### src/verilog/sleep_wake_pkg.sv
package sleep_wake_pkg;
  // ---------------------------------------------------------------
  // Timing
  // ---------------------------------------------------------------
  localparam int REF_HZ        = 50_000_000;
  localparam int SLOT_US       = 625;
  localparam int LP_HZ         = 32_000;
  // Split so the product stays below 2^31
  localparam int SLOT_CYCLES   = (REF_HZ / 1_000_000) * SLOT_US;
  localparam int SLOT_LP_TICKS = (LP_HZ * SLOT_US) / 1_000_000;
  localparam int SLOT_W        = 16;
  localparam int MEM_AW        = 16;

  // ---------------------------------------------------------------
  // Register map
  // ---------------------------------------------------------------
  localparam logic [7:0] REG_WAKE_TIMING = 8'h00;
  localparam logic [7:0] REG_SLEEP_DUR   = 8'h04;
  localparam logic [7:0] REG_DS_CTRL     = 8'h08;
  localparam logic [7:0] REG_STATUS      = 8'h0C;
  localparam logic [7:0] REG_ACT_DUR     = 8'h10;
  localparam logic [7:0] REG_DIAG_A      = 8'h14;
  localparam logic [7:0] REG_DIAG_B      = 8'h18;
  localparam logic [7:0] REG_DIAG_C      = 8'h1C;
  localparam logic [7:0] REG_SLOT_CNT    = 8'h20;

  localparam int OFS_W        = 10;
  localparam int ASSERT_LSB   = 0;
  localparam int DEASSERT_LSB = 10;
  localparam int EXTW_LSB     = 20;

  localparam int CTL_SLEEP_REQ = 0;
  localparam int CTL_EXT_DIS   = 1;
  localparam int CTL_WAKE_REQ  = 2;
  localparam int CTL_CLK_EN    = 3;
  localparam int CTL_PWR_DN    = 4;

  localparam logic [31:0] CTRL_RST        = 32'h0000_0008;
  localparam logic [31:0] CTRL_REQ_MASK   = 32'h0000_0001;
  localparam logic [31:0] WAKE_TIMING_RST = 32'h0000_0000;
  localparam logic [31:0] SLEEP_DUR_RST   = 32'h0000_0000;
  localparam logic [31:0] DIAG_SEL_RST    = 32'h0000_0000;

  localparam logic [31:0] DIAG_SCHEME_SIG  = 32'h8383_8383;
  localparam logic [31:0] DIAG_SCHEME_DATA = 32'h9292_9292;
  localparam logic [31:0] DIAG_ORDER_ID    = 32'h7654_3210;

  typedef enum logic [1:0] {ST_IDLE, ST_ENTER, ST_SLEEP, ST_EXPIRED} sleep_state_t;
endpackage

### src/verilog/diag_if.sv
`timescale 1ns/10ps
interface diag_if;
  import sleep_wake_pkg::*;
  logic [31:0]       sel_a;
  logic [31:0]       sel_b;
  logic [31:0]       sel_c;
  logic              tx_en;
  logic              rx_en;
  logic              sync_window;
  logic              corr_success;
  logic              event_in_process;
  logic              rx_irq;
  logic              core_mem_req;
  logic              cpu_mem_req;
  logic [MEM_AW-1:0] core_mem_addr;
  logic [MEM_AW-1:0] cpu_mem_addr;
  logic [7:0]        data_sig;
  logic [7:0]        diag_out;

  modport mux (input sel_a, sel_b, sel_c, tx_en, rx_en, sync_window, corr_success, event_in_process, rx_irq,
               core_mem_req, cpu_mem_req, core_mem_addr, cpu_mem_addr, data_sig, output diag_out);
  modport host (output sel_a, sel_b, sel_c, tx_en, rx_en, sync_window, corr_success, event_in_process, rx_irq,
                core_mem_req, cpu_mem_req, core_mem_addr, cpu_mem_addr, data_sig, input diag_out);
endinterface // diag_if

### src/verilog/radio_core_sleep_wake_diag.sv
// Contract
// - In deep sleep timekeeping runs on the sleep clock, keeping the 625 us slot.
// - Deep sleep ends only on timer expiry or a software wake request.
// - Wake interrupt rises a configured number of sleep-clock cycles before wake time.
// - Expired timer waits for power; reported duration includes the extra time.
// - Exit and sleep-exit interrupt only with timer expired or wake request taken, clocks on, power up.
// - Setting the wake request in any state but ST_IDLE raises the wake interrupt at once, width from field.
// - Sleep entry is refused while the wake request bit stays high.
// - The external-wake disable bit makes the core ignore the wake request.
// - Eight diagnostic output ports are provided.
// - Signal scheme maps radio enables, sync, event and interrupt pulses to ports.
// - Data scheme maps receive and transmit data bits with qualifiers to ports.
// - Sync-found pulse appears only when correlation succeeds inside the sync window.
// - Error pulse when core and processor hit the same memory in one cycle.
// - Event pulse at the end of every event.
// - Wake-assert offset counts sleep-clock cycles before expiry for the rising edge.
//
// The address-and-strobe port and the register offsets were chosen for this implementation.
`timescale 1ns/10ps
module radio_core_sleep_wake_diag
  import sleep_wake_pkg::*;
#(
  parameter int SLOT_REF_CYCLES = SLOT_CYCLES
) (
  input  wire logic              ref_clk,
  input  wire logic              srst,
  input  wire logic [7:0]        reg_addr,
  input  wire logic [31:0]       reg_wdata,
  input  wire logic              reg_wr,
  input  wire logic              reg_rd,
  output logic      [31:0]       reg_rdata,
  input  wire logic              sleep_clock,
  input  wire logic              domain_up_flag,
  output logic                   radio_clk_enable,
  output logic                   baseband_power_down,
  output logic                   powerdown_allowed_flag,
  output logic                   lp_wake_interrupt,
  output logic                   sleep_exit_interrupt,
  input  wire logic              radio_tx_en,
  input  wire logic              radio_rx_en,
  input  wire logic              sync_window,
  input  wire logic              corr_success,
  input  wire logic              event_in_process,
  input  wire logic              rx_packet_irq,
  input  wire logic              core_mem_req,
  input  wire logic [MEM_AW-1:0] core_mem_addr,
  input  wire logic              cpu_mem_req,
  input  wire logic [MEM_AW-1:0] cpu_mem_addr,
  input  wire logic [7:0]        data_bits,
  output logic      [7:0]        diag_out
);
  // ---------------------------------------------------------------
  // Storage
  // ---------------------------------------------------------------
  logic [31:0]       wake_timing_q;
  logic [31:0]       sleep_dur_q;
  logic [31:0]       ctrl_q;
  logic [31:0]       act_dur_q;
  logic [31:0]       sel_a_q;
  logic [31:0]       sel_b_q;
  logic [31:0]       sel_c_q;
  logic [31:0]       rdata_q;
  logic [31:0]       elapsed_q;
  logic [OFS_W-1:0]  ext_cnt_q;
  logic              ext_active_q;
  logic              wake_eff_q;
  logic              lp_wake_q;
  logic              exit_q;
  logic              pd_q;
  logic [SLOT_W-1:0] slot_div_q;
  logic [SLOT_W-1:0] slot_cnt_q;
  sleep_state_t      state_q;
  sleep_state_t      state_d;
  logic [1:0]        sync_lvl;
  logic [1:0]        sync_rise;

  // ---------------------------------------------------------------
  // Pin synchronisers
  // ---------------------------------------------------------------
  sleep_wake_sync #(
    .WIDTH (2)
  ) u_sync (
    .ref_clk (ref_clk),
    .srst    (srst),
    .din     ({domain_up_flag, sleep_clock}),
    .level   (sync_lvl),
    .rise    (sync_rise)
  );

  wire lp_tick = sync_rise[0];
  wire dom_up  = sync_lvl[1];

  // ---------------------------------------------------------------
  // Register decode
  // ---------------------------------------------------------------
  wire wr_timing = reg_wr && (reg_addr == REG_WAKE_TIMING);
  wire wr_dur    = reg_wr && (reg_addr == REG_SLEEP_DUR);
  wire wr_ctrl   = reg_wr && (reg_addr == REG_DS_CTRL);
  wire wr_sel_a  = reg_wr && (reg_addr == REG_DIAG_A);
  wire wr_sel_b  = reg_wr && (reg_addr == REG_DIAG_B);
  wire wr_sel_c  = reg_wr && (reg_addr == REG_DIAG_C);

  wire [OFS_W-1:0] assert_off   = wake_timing_q[ASSERT_LSB +: OFS_W];
  wire [OFS_W-1:0] deassert_off = wake_timing_q[DEASSERT_LSB +: OFS_W];
  wire [OFS_W-1:0] ext_width    = wake_timing_q[EXTW_LSB +: OFS_W];
  wire [31:0]      assert32     = 32'(assert_off);
  wire [31:0]      deassert32   = 32'(deassert_off);

  wire sleep_req = ctrl_q[CTL_SLEEP_REQ];
  wire ext_dis   = ctrl_q[CTL_EXT_DIS];
  wire wake_req  = ctrl_q[CTL_WAKE_REQ];
  wire clk_en    = ctrl_q[CTL_CLK_EN];

  // ---------------------------------------------------------------
  // Sleep timer decisions
  // ---------------------------------------------------------------
  wire wake_eff  = wake_req && !ext_dis;
  wire ext_start = wake_eff && !wake_eff_q && (state_q != ST_IDLE);
  wire expire_now = (state_q == ST_SLEEP) && (elapsed_q >= sleep_dur_q);
  wire [31:0] rem = sleep_dur_q - elapsed_q;
  wire sched_win = (state_q == ST_SLEEP) && !expire_now &&
                   (rem <= assert32) && (rem > deassert32);
  wire exit_now  = (state_q == ST_EXPIRED) && clk_en && dom_up;
  wire in_sleep  = (state_q == ST_SLEEP) || (state_q == ST_EXPIRED);

  // Hold time past the deassert offset; never below one sleep-clock period
  wire [OFS_W-1:0] ext_hold = (ext_width > deassert_off) ? OFS_W'(ext_width - deassert_off) : OFS_W'(1);
  wire [OFS_W-1:0] ext_cnt_inc = OFS_W'(ext_cnt_q + OFS_W'(1));
  wire ext_done = ext_active_q && lp_tick && (ext_cnt_inc >= ext_hold);
  wire ext_active_d = ext_start || (ext_active_q && !ext_done);
  wire [OFS_W-1:0] ext_cnt_d = ext_start ? '0 : ((ext_active_q && lp_tick) ? ext_cnt_inc : ext_cnt_q);

  // Counting carries on past expiry so the reported duration grows
  wire [31:0] elapsed_d = (state_q == ST_ENTER) ? 32'h0000_0000 :
                          ((lp_tick && in_sleep) ? 32'(elapsed_q + 32'h0000_0001) : elapsed_q);

  // Software write wins over the hardware clear of the sleep request
  wire [31:0] ctrl_d = wr_ctrl ? reg_wdata : (exit_now ? (ctrl_q & ~CTRL_REQ_MASK) : ctrl_q);

  always_comb begin
    state_d = state_q;
    case (state_q)
      ST_IDLE: begin
        if (sleep_req && !wake_eff) begin
          state_d = ST_ENTER;
        end
      end
      ST_ENTER: begin
        if (ext_start) begin
          state_d = ST_EXPIRED;
        end else if (lp_tick) begin
          state_d = ST_SLEEP;
        end
      end
      ST_SLEEP: begin
        if (ext_start || expire_now) begin
          state_d = ST_EXPIRED;
        end
      end
      ST_EXPIRED: begin
        if (exit_now) begin
          state_d = ST_IDLE;
        end
      end
      default: begin
        state_d = ST_IDLE;
      end
    endcase
  end

  // ---------------------------------------------------------------
  // Slot reference
  // ---------------------------------------------------------------
  // Sleep rate rounds the slot down to whole sleep-clock ticks
  wire on_lp     = (state_q != ST_IDLE);
  wire slot_step = on_lp ? lp_tick : 1'b1;
  wire [SLOT_W-1:0] slot_lim = on_lp ? SLOT_W'(SLOT_LP_TICKS - 1) : SLOT_W'(SLOT_REF_CYCLES - 1);
  wire slot_wrap = slot_step && (slot_div_q >= slot_lim);
  wire [SLOT_W-1:0] slot_div_d = slot_wrap ? '0 : (slot_step ? SLOT_W'(slot_div_q + SLOT_W'(1)) : slot_div_q);
  wire [SLOT_W-1:0] slot_cnt_d = slot_wrap ? SLOT_W'(slot_cnt_q + SLOT_W'(1)) : slot_cnt_q;

  // ---------------------------------------------------------------
  // Read mux
  // ---------------------------------------------------------------
  wire [31:0] status_w = {27'h0000000, (state_q == ST_EXPIRED), lp_wake_q, in_sleep, dom_up, pd_q};
  wire [31:0] rd_mux =
      (reg_addr == REG_WAKE_TIMING) ? wake_timing_q :
      (reg_addr == REG_SLEEP_DUR)   ? sleep_dur_q :
      (reg_addr == REG_DS_CTRL)     ? ctrl_q :
      (reg_addr == REG_STATUS)      ? status_w :
      (reg_addr == REG_ACT_DUR)     ? act_dur_q :
      (reg_addr == REG_DIAG_A)      ? sel_a_q :
      (reg_addr == REG_DIAG_B)      ? sel_b_q :
      (reg_addr == REG_DIAG_C)      ? sel_c_q :
      (reg_addr == REG_SLOT_CNT)    ? 32'(slot_cnt_q) : 32'h0000_0000;

  // ---------------------------------------------------------------
  // Flops
  // ---------------------------------------------------------------
  always_ff @(posedge ref_clk) begin
    if (srst) begin
      wake_timing_q <= WAKE_TIMING_RST;
      sleep_dur_q   <= SLEEP_DUR_RST;
      ctrl_q        <= CTRL_RST;
      sel_a_q       <= DIAG_SEL_RST;
      sel_b_q       <= DIAG_SEL_RST;
      sel_c_q       <= DIAG_SEL_RST;
      rdata_q       <= 32'h0000_0000;
    end else begin
      if (wr_timing) wake_timing_q <= reg_wdata;
      if (wr_dur)    sleep_dur_q   <= reg_wdata;
      if (wr_sel_a)  sel_a_q       <= reg_wdata;
      if (wr_sel_b)  sel_b_q       <= reg_wdata;
      if (wr_sel_c)  sel_c_q       <= reg_wdata;
      ctrl_q  <= ctrl_d;
      rdata_q <= reg_rd ? rd_mux : 32'h0000_0000;
    end
  end

  always_ff @(posedge ref_clk) begin
    if (srst) begin
      state_q      <= ST_IDLE;
      elapsed_q    <= 32'h0000_0000;
      act_dur_q    <= 32'h0000_0000;
      ext_cnt_q    <= '0;
      ext_active_q <= 1'b0;
      wake_eff_q   <= 1'b0;
      lp_wake_q    <= 1'b0;
      exit_q       <= 1'b0;
      pd_q         <= 1'b0;
      slot_div_q   <= '0;
      slot_cnt_q   <= '0;
    end else begin
      state_q      <= state_d;
      elapsed_q    <= elapsed_d;
      ext_cnt_q    <= ext_cnt_d;
      ext_active_q <= ext_active_d;
      wake_eff_q   <= wake_eff;
      lp_wake_q    <= sched_win || ext_active_d;
      exit_q       <= exit_now;
      pd_q         <= (state_d == ST_SLEEP) || (state_d == ST_EXPIRED);
      slot_div_q   <= slot_div_d;
      slot_cnt_q   <= slot_cnt_d;
      if (exit_now) act_dur_q <= elapsed_q;
    end
  end

  // ---------------------------------------------------------------
  // Diagnostics
  // ---------------------------------------------------------------
  diag_if dg ();

  assign dg.sel_a            = sel_a_q;
  assign dg.sel_b            = sel_b_q;
  assign dg.sel_c            = sel_c_q;
  assign dg.tx_en            = radio_tx_en;
  assign dg.rx_en            = radio_rx_en;
  assign dg.sync_window      = sync_window;
  assign dg.corr_success     = corr_success;
  assign dg.event_in_process = event_in_process;
  assign dg.rx_irq           = rx_packet_irq;
  assign dg.core_mem_req     = core_mem_req;
  assign dg.cpu_mem_req      = cpu_mem_req;
  assign dg.core_mem_addr    = core_mem_addr;
  assign dg.cpu_mem_addr     = cpu_mem_addr;
  assign dg.data_sig         = data_bits;

  diag_mux u_diag (
    .ref_clk (ref_clk),
    .srst    (srst),
    .bus     (dg.mux)
  );

  assign diag_out               = dg.diag_out;
  assign reg_rdata              = rdata_q;
  assign radio_clk_enable       = ctrl_q[CTL_CLK_EN];
  assign baseband_power_down    = ctrl_q[CTL_PWR_DN];
  assign powerdown_allowed_flag = pd_q;
  assign lp_wake_interrupt      = lp_wake_q;
  assign sleep_exit_interrupt   = exit_q;
endmodule // radio_core_sleep_wake_diag

### src/verilog/sleep_wake_sync.sv
`timescale 1ns/10ps
module sleep_wake_sync #(
  parameter int WIDTH = 2
) (
  input  wire logic             ref_clk,
  input  wire logic             srst,
  input  wire logic [WIDTH-1:0] din,
  output logic      [WIDTH-1:0] level,
  output logic      [WIDTH-1:0] rise
);
  logic [WIDTH-1:0] s1_q;
  logic [WIDTH-1:0] s2_q;
  logic [WIDTH-1:0] s3_q;
  logic [WIDTH-1:0] lvl_q;

  // Level only moves once stages two and three agree
  wire  [WIDTH-1:0] agree = ~(s2_q ^ s3_q);
  wire  [WIDTH-1:0] lvl_d = (agree & s3_q) | (~agree & lvl_q);

  always_ff @(posedge ref_clk) begin
    if (srst) begin
      s1_q  <= '0;
      s2_q  <= '0;
      s3_q  <= '0;
      lvl_q <= '0;
    end else begin
      s1_q  <= din;
      s2_q  <= s1_q;
      s3_q  <= s2_q;
      lvl_q <= lvl_d;
    end
  end

  assign level = lvl_q;
  assign rise  = lvl_d & ~lvl_q;
endmodule // sleep_wake_sync

### src/verilog/diag_mux.sv
`timescale 1ns/10ps
module diag_mux
  import sleep_wake_pkg::*;
(
  input wire logic ref_clk,
  input wire logic srst,
  diag_if.mux      bus
);
  logic       evt_q;
  logic [7:0] out_q;

  // ---------------------------------------------------------------
  // Derived pulses
  // ---------------------------------------------------------------
  wire sync_found_g = bus.corr_success && bus.sync_window;
  wire event_irq    = evt_q && !bus.event_in_process;
  wire error_irq    = bus.core_mem_req && bus.cpu_mem_req &&
                      (bus.core_mem_addr == bus.cpu_mem_addr);

  // ---------------------------------------------------------------
  // Scheme selection
  // ---------------------------------------------------------------
  wire mode_sig  = (bus.sel_a == DIAG_SCHEME_SIG) && (bus.sel_b == DIAG_SCHEME_SIG);
  wire mode_data = (bus.sel_a == DIAG_SCHEME_DATA) && (bus.sel_b == DIAG_SCHEME_DATA);
  wire order_id  = (bus.sel_c == DIAG_ORDER_ID);
  wire [7:0] grp_sig = {error_irq, bus.rx_irq, event_irq, bus.event_in_process,
                        sync_found_g, bus.sync_window, bus.rx_en, bus.tx_en};
  // Undocumented selections drive zero
  wire [7:0] grp = mode_sig ? grp_sig : (mode_data ? bus.data_sig : 8'h00);

  // Nibble i of the third select picks the source of port i
  function automatic logic [7:0] reorder(input logic [7:0] g, input logic [31:0] c);
    logic [7:0] r;
    r = 8'h00;
    for (int i = 0; i < 8; i++) begin
      r[i] = g[c[4*i +: 3]];
    end
    return r;
  endfunction

  always_ff @(posedge ref_clk) begin
    if (srst) begin
      evt_q <= 1'b0;
      out_q <= 8'h00;
    end else begin
      evt_q <= bus.event_in_process;
      out_q <= reorder(grp, bus.sel_c);
    end
  end

  assign bus.diag_out = out_q;
endmodule // diag_mux

### config.mk
export PLATFORM = sky130hd
export DESIGN_NAME = radio_core_sleep_wake_diag
export DESIGN_NICKNAME = d
export VERILOG_FILES = /design/src/verilog/sleep_wake_pkg.sv /design/src/verilog/diag_if.sv /design/src/verilog/radio_core_sleep_wake_diag.sv /design/src/verilog/sleep_wake_sync.sv /design/src/verilog/diag_mux.sv
export SDC_FILE = /design/constraint.sdc
export NUM_CORES = 1
export LEC_CHECK = 0
export ABC_AREA = 1
export BUFFER_PORTS_ARGS = -buffer_cell sky130_fd_sc_hd__buf_4
export CORE_MARGIN = 2
export CORE_UTILIZATION = 35
export CTS_BUF_LIST = sky130_fd_sc_hd__clkbuf_8
export DETAILED_ROUTE_END_ITERATION = 7
export GPL_TIMING_DRIVEN = 0
export PLACE_DENSITY_LB_ADDON = 0.15
export SYNTH_ARGS = -nofsm -noshare
export SYNTH_HDL_FRONTEND = slang
export SYNTH_SLANG_ARGS = --single-unit
### constraint.sdc
create_clock -name ref_clk -period 3.3 [get_ports ref_clk]
set_clock_uncertainty 0.05 [all_clocks]
set_input_delay 0.165 -clock ref_clk [delete_from_list [all_inputs] [get_ports ref_clk]]
set_output_delay 0.165 -clock ref_clk [all_outputs]
set_load 0.03 [all_outputs]
==> summary.txt <==
STA
  • Final min period: 3360 ps
  • Unrepaired setup endpoints after global routing: yes
  • Ratio of final minimum period to clock period: 102%
  • Relative slew slack: between 20% and 30%
  • Setup TNS: -59.1 ps
  • Worst-margin pin slew: approximately 1200 ps
  • Fmax: just under 0.3 GHz
  • Hold Fails Final Rpt: 0
  • Final worst slack: -59.1 ps
  • Final setup fails: 1
  • Fin. max-slew vios: 0

Global routing
  • First-pass GRT wire length: 119000 microns
  • Number of global-route vias before repair: 20000
  • GRT Residual Overflow: 0
  • GRT Util Overall: 27.4%
  • Initial antenna violation count: 3
  • Largest net degree at the start of global routing: 11

Flow run
  • Total of max-cap violations: 0

Cells and area
  • # nets final: 3406
  • Most frequent cells in the layout: nand2_1, inv_1, dfxtp_1, o21ai_0, a21oi_1
  • Layout cells sized above 1: 11.3%
  • P&R area growth vs syn: 21.8%
  • Commonest non-fill, non-tap cell in the layout: nand2_1

Clock tree
  • Worst-path clk slew: 60 ps
  • Clock Sinks: 354
  • H-tree levels: 3
  • Root Buffer: clkbuf_8
  • Skew-Pair Late Insertion Delay: 660 ps
  • CTS tree: done
  • Bufs on Longest Clock Path: 3
  • TritonCTS buffer count: 68

Placed design
  • RD Place Congestion: between 0.9 and 1
  • Dpl ws: -720 ps
  • Port Buffers: approximately 140
  • Dpl hpwl: 64100 microns

Synth
  • Top_reg_cell synth: dfxtp_1
  • Post-synthesis sequential area ratio: 36.1%
  • Post-Syn Area: 0.0196 sq mm
  • Mapped Cells: around 3000
  • Syn Area/Cell: 6.62 sq um
  • Unique cell type count in the Yosys netlist: 49
  • Async S/R FF share, synth: 0%
  • Flip-flop and latch count after synthesis: 354
  • Post-synth EDFFs: 0
  • Syn Nets: between 3000 and 4000
  • Yosys warns: 0

Drt
  • Routed WL: between 80000 and 90000 microns
  • Post-DR wirelength/cell: between 20 and 25 microns
  • Post-route ant nets: 0
  • Via count: roughly 21000
  • Drt initial violations: 1806
  • Detailed-route vias per instance: 5.28
  • Drt drc: 0
  • 1st-pass router iterations: 6

Floorplanning
  • Cell Rows: 86
  • Die area: 0.0580 sq mm
  • Chip Height: 241 microns
  • Initial Util: a little over a third
  • I/O pins: 139
  • Core box area: 0.0553 sq mm
  • Die Wd: 241 microns

Worst setup path
  • CP Depth: 25
  • CP max stage delay: 370 ps
  • CP Capture Type: flop
  • Slowest CP cell: dfxtp_4
  • Worst path bufs/invs: 2
  • CP dominant cell by count: nand2_1
  • Max FO, Critical Path: 3
  • WS Path Type: flop to flop
  • Arr. time, crit path: 3840 ps
  • Crit path to: lp_wake_interrupt$_SDFF_PP0_
  • Critical Path Start: wake_timing_q[10]$_SDFFE_PP0P_
  • R2r endpoint: lp_wake_interrupt$_SDFF_PP0_
  • RR Startpoint: wake_timing_q[10]$_SDFFE_PP0P_
  • Startpoint types: flop
  • Crit path max-delay family: simple AND/OR/NAND/NOR gates
  • Reg2Reg Depth: 25
  • Worst reg-to-reg setup slack: -60 ps
  • Worst EP required: 3780 ps

Power and ir drop
  • Clock power frac: 48.6%
  • Sequential share of power: a little under half
  • Sw Ratio: 25.2%
  • Peak supply drop: 0.256 mV
  • Internal power: 7.05 mW
  • Leak: 10.5 nW
  • Net switching power figure: between 2 and 2.5 mW
  • Power Dens Cells: between 300 and 400 mW/mm^2
  • Total power: 9.43 mW
  • Combinational Power Share: about 5.8%

Run status
  • Failing checks: setup timing
  • Status: finished, violations left

Min path
  • Hold Path Class: input pin to flop
-- flip-flops by register name, indices dropped and copies added (netlist names), 32 cells and up, named ones only --
| register | flops |
|---|---|
| act_dur_q | 32 |
| ctrl_q | 32 |
| dg.sel_a | 32 |
| dg.sel_b | 32 |
| dg.sel_c | 32 |
| elapsed_q | 32 |
| reg_rdata | 32 |
| sleep_dur_q | 32 |
| wake_timing_q | 32 |
-- how the worst min path moves through the flow --
stage | from | to | cells past startpoint
2_1_floorplan | sleep_clock | u_sync.s1_q[0]$_SDFF_PP0_ | 2
3_3_place_gp | sleep_clock | u_sync.s1_q[0]$_SDFF_PP0_ | 3
3_5_place_dp | sleep_clock | u_sync.s1_q[0]$_SDFF_PP0_ | 3
4_1_cts | reg_wr | wake_timing_q[10]$_SDFFE_PP0P_ | 5
5_1_grt | reg_wr | wake_timing_q[10]$_SDFFE_PP0P_ | 5
6_report | reg_wr | wake_timing_q[10]$_SDFFE_PP0P_ | 5
-- synth_stat cells, types with 5 or more instances --
cell / count / area [sq um]
xor2_1: 49 / 429
nand2_1: 581 / 2180
nor2_4: 5 / 56.3
a21oi_1: 313 / 1570
o22ai_1: 32 / 200
o21a_1: 5 / 37.5
or2_2: 7 / 43.8
o2111ai_1: 9 / 78.8
nand3b_1: 7 / 52.6
and2_1: 5 / 31.3
buf_2: 7 / 35.0
nor3b_1: 5 / 37.5
nor2_1: 305 / 1140
nor4_1: 10 / 62.6
nand3_1: 192 / 961
dfxtp_1: 354 / 7090
o221ai_1: 6 / 52.6
nand4_1: 48 / 300
inv_1: 433 / 1630
nor3_1: 32 / 160
inv_2: 6 / 22.5
ha_1: 82 / 1030
a211oi_1: 7 / 52.6
clkbuf_1: 95 / 357
o211ai_1: 8 / 60.1
o21ai_0: 319 / 1600
-- worst register-to-register path: cells and delay by family (launching register included) --
kind	cells	cell delay [ps]
compound gates	5	520
fa+ha+maj	3	670
buf+inv	2	160
flops	1	370
simple gates	15	1480
-- area by class of cell --
class	instances	area, sq um
timing repair buffer	191	1520
fill	5917	31400
clock inverter	28	208
buffer	106	410
antenna	1	2.50
multi-input combinational	2065	10900
inverter	442	1660
tap	748	936
clock buffer	86	1180
sequential	354	7110
-- cell families after synthesis --
| kind of cell | after synthesis | synth area share, % |
|---|---|---|
| AND/OR/NAND/NOR | 1214 | 26.4 |
| AO/OA/AOI/OAI | 715 | 19.2 |
| buffers and inverters | 548 | 10.5 |
| flip-flops | 354 | 36.1 |
| adder cells (fa/ha/maj) | 84 | 5.43 |
| XOR/XNOR | 52 | 2.32 |
-- through the flow --
| stage | hold slack [ps] | util (%) | area (sq um) | cells |
|---|---|---|---|---|
| 2_1_floorplan | 222 | - | 19600 | 2967 |
| 3_3_place_gp | 330 | 39.1 | 21600 | 3852 |
| 3_5_place_dp | 334 | 39.1 | 21600 | 3852 |
| 4_1_cts | 21.6 | 42.8 | 23700 | 4014 |
| 5_1_grt | 89.4 | 43.2 | 23900 | 4021 |
| 6_report | 67.2 | 43.2 | 23900 | 4021 |
-- power by group through the flow --
stage	registers [mW]	clock network (mW)	logic, mW
after floorplan	4.39	0	0.224
after global placement	4.39	0	0.486
after detailed placement	4.39	0	0.489
after CTS	4.30	4.66	0.535
after global routing	4.29	4.87	0.591
final	4.29	4.59	0.548
-- routing by layer --
layer,up-vias,share of wire [%],track usage [%],wire (microns)
met2,886,46,45.3,36900
met3,187,7.0,3.52,5700
met5,-,0,0,0
met4,0,4.9,13.5,3950
li1,10300,-,-,-
met1,9899,43,35.2,34500
-- timing repair --
| action | in CTS | in global routing |
|---|---|---|
| gates resized for setup | 60 | 39 |
| hold endpoints to repair | 190 | 0 |
| setup endpoints to repair | 2 | 2 |
| pin swaps | 26 | 30 |
| setup buffers | 14 | 6 |
| hold buffers | 35 | 0 |
(Power assumes the default switching activity.)
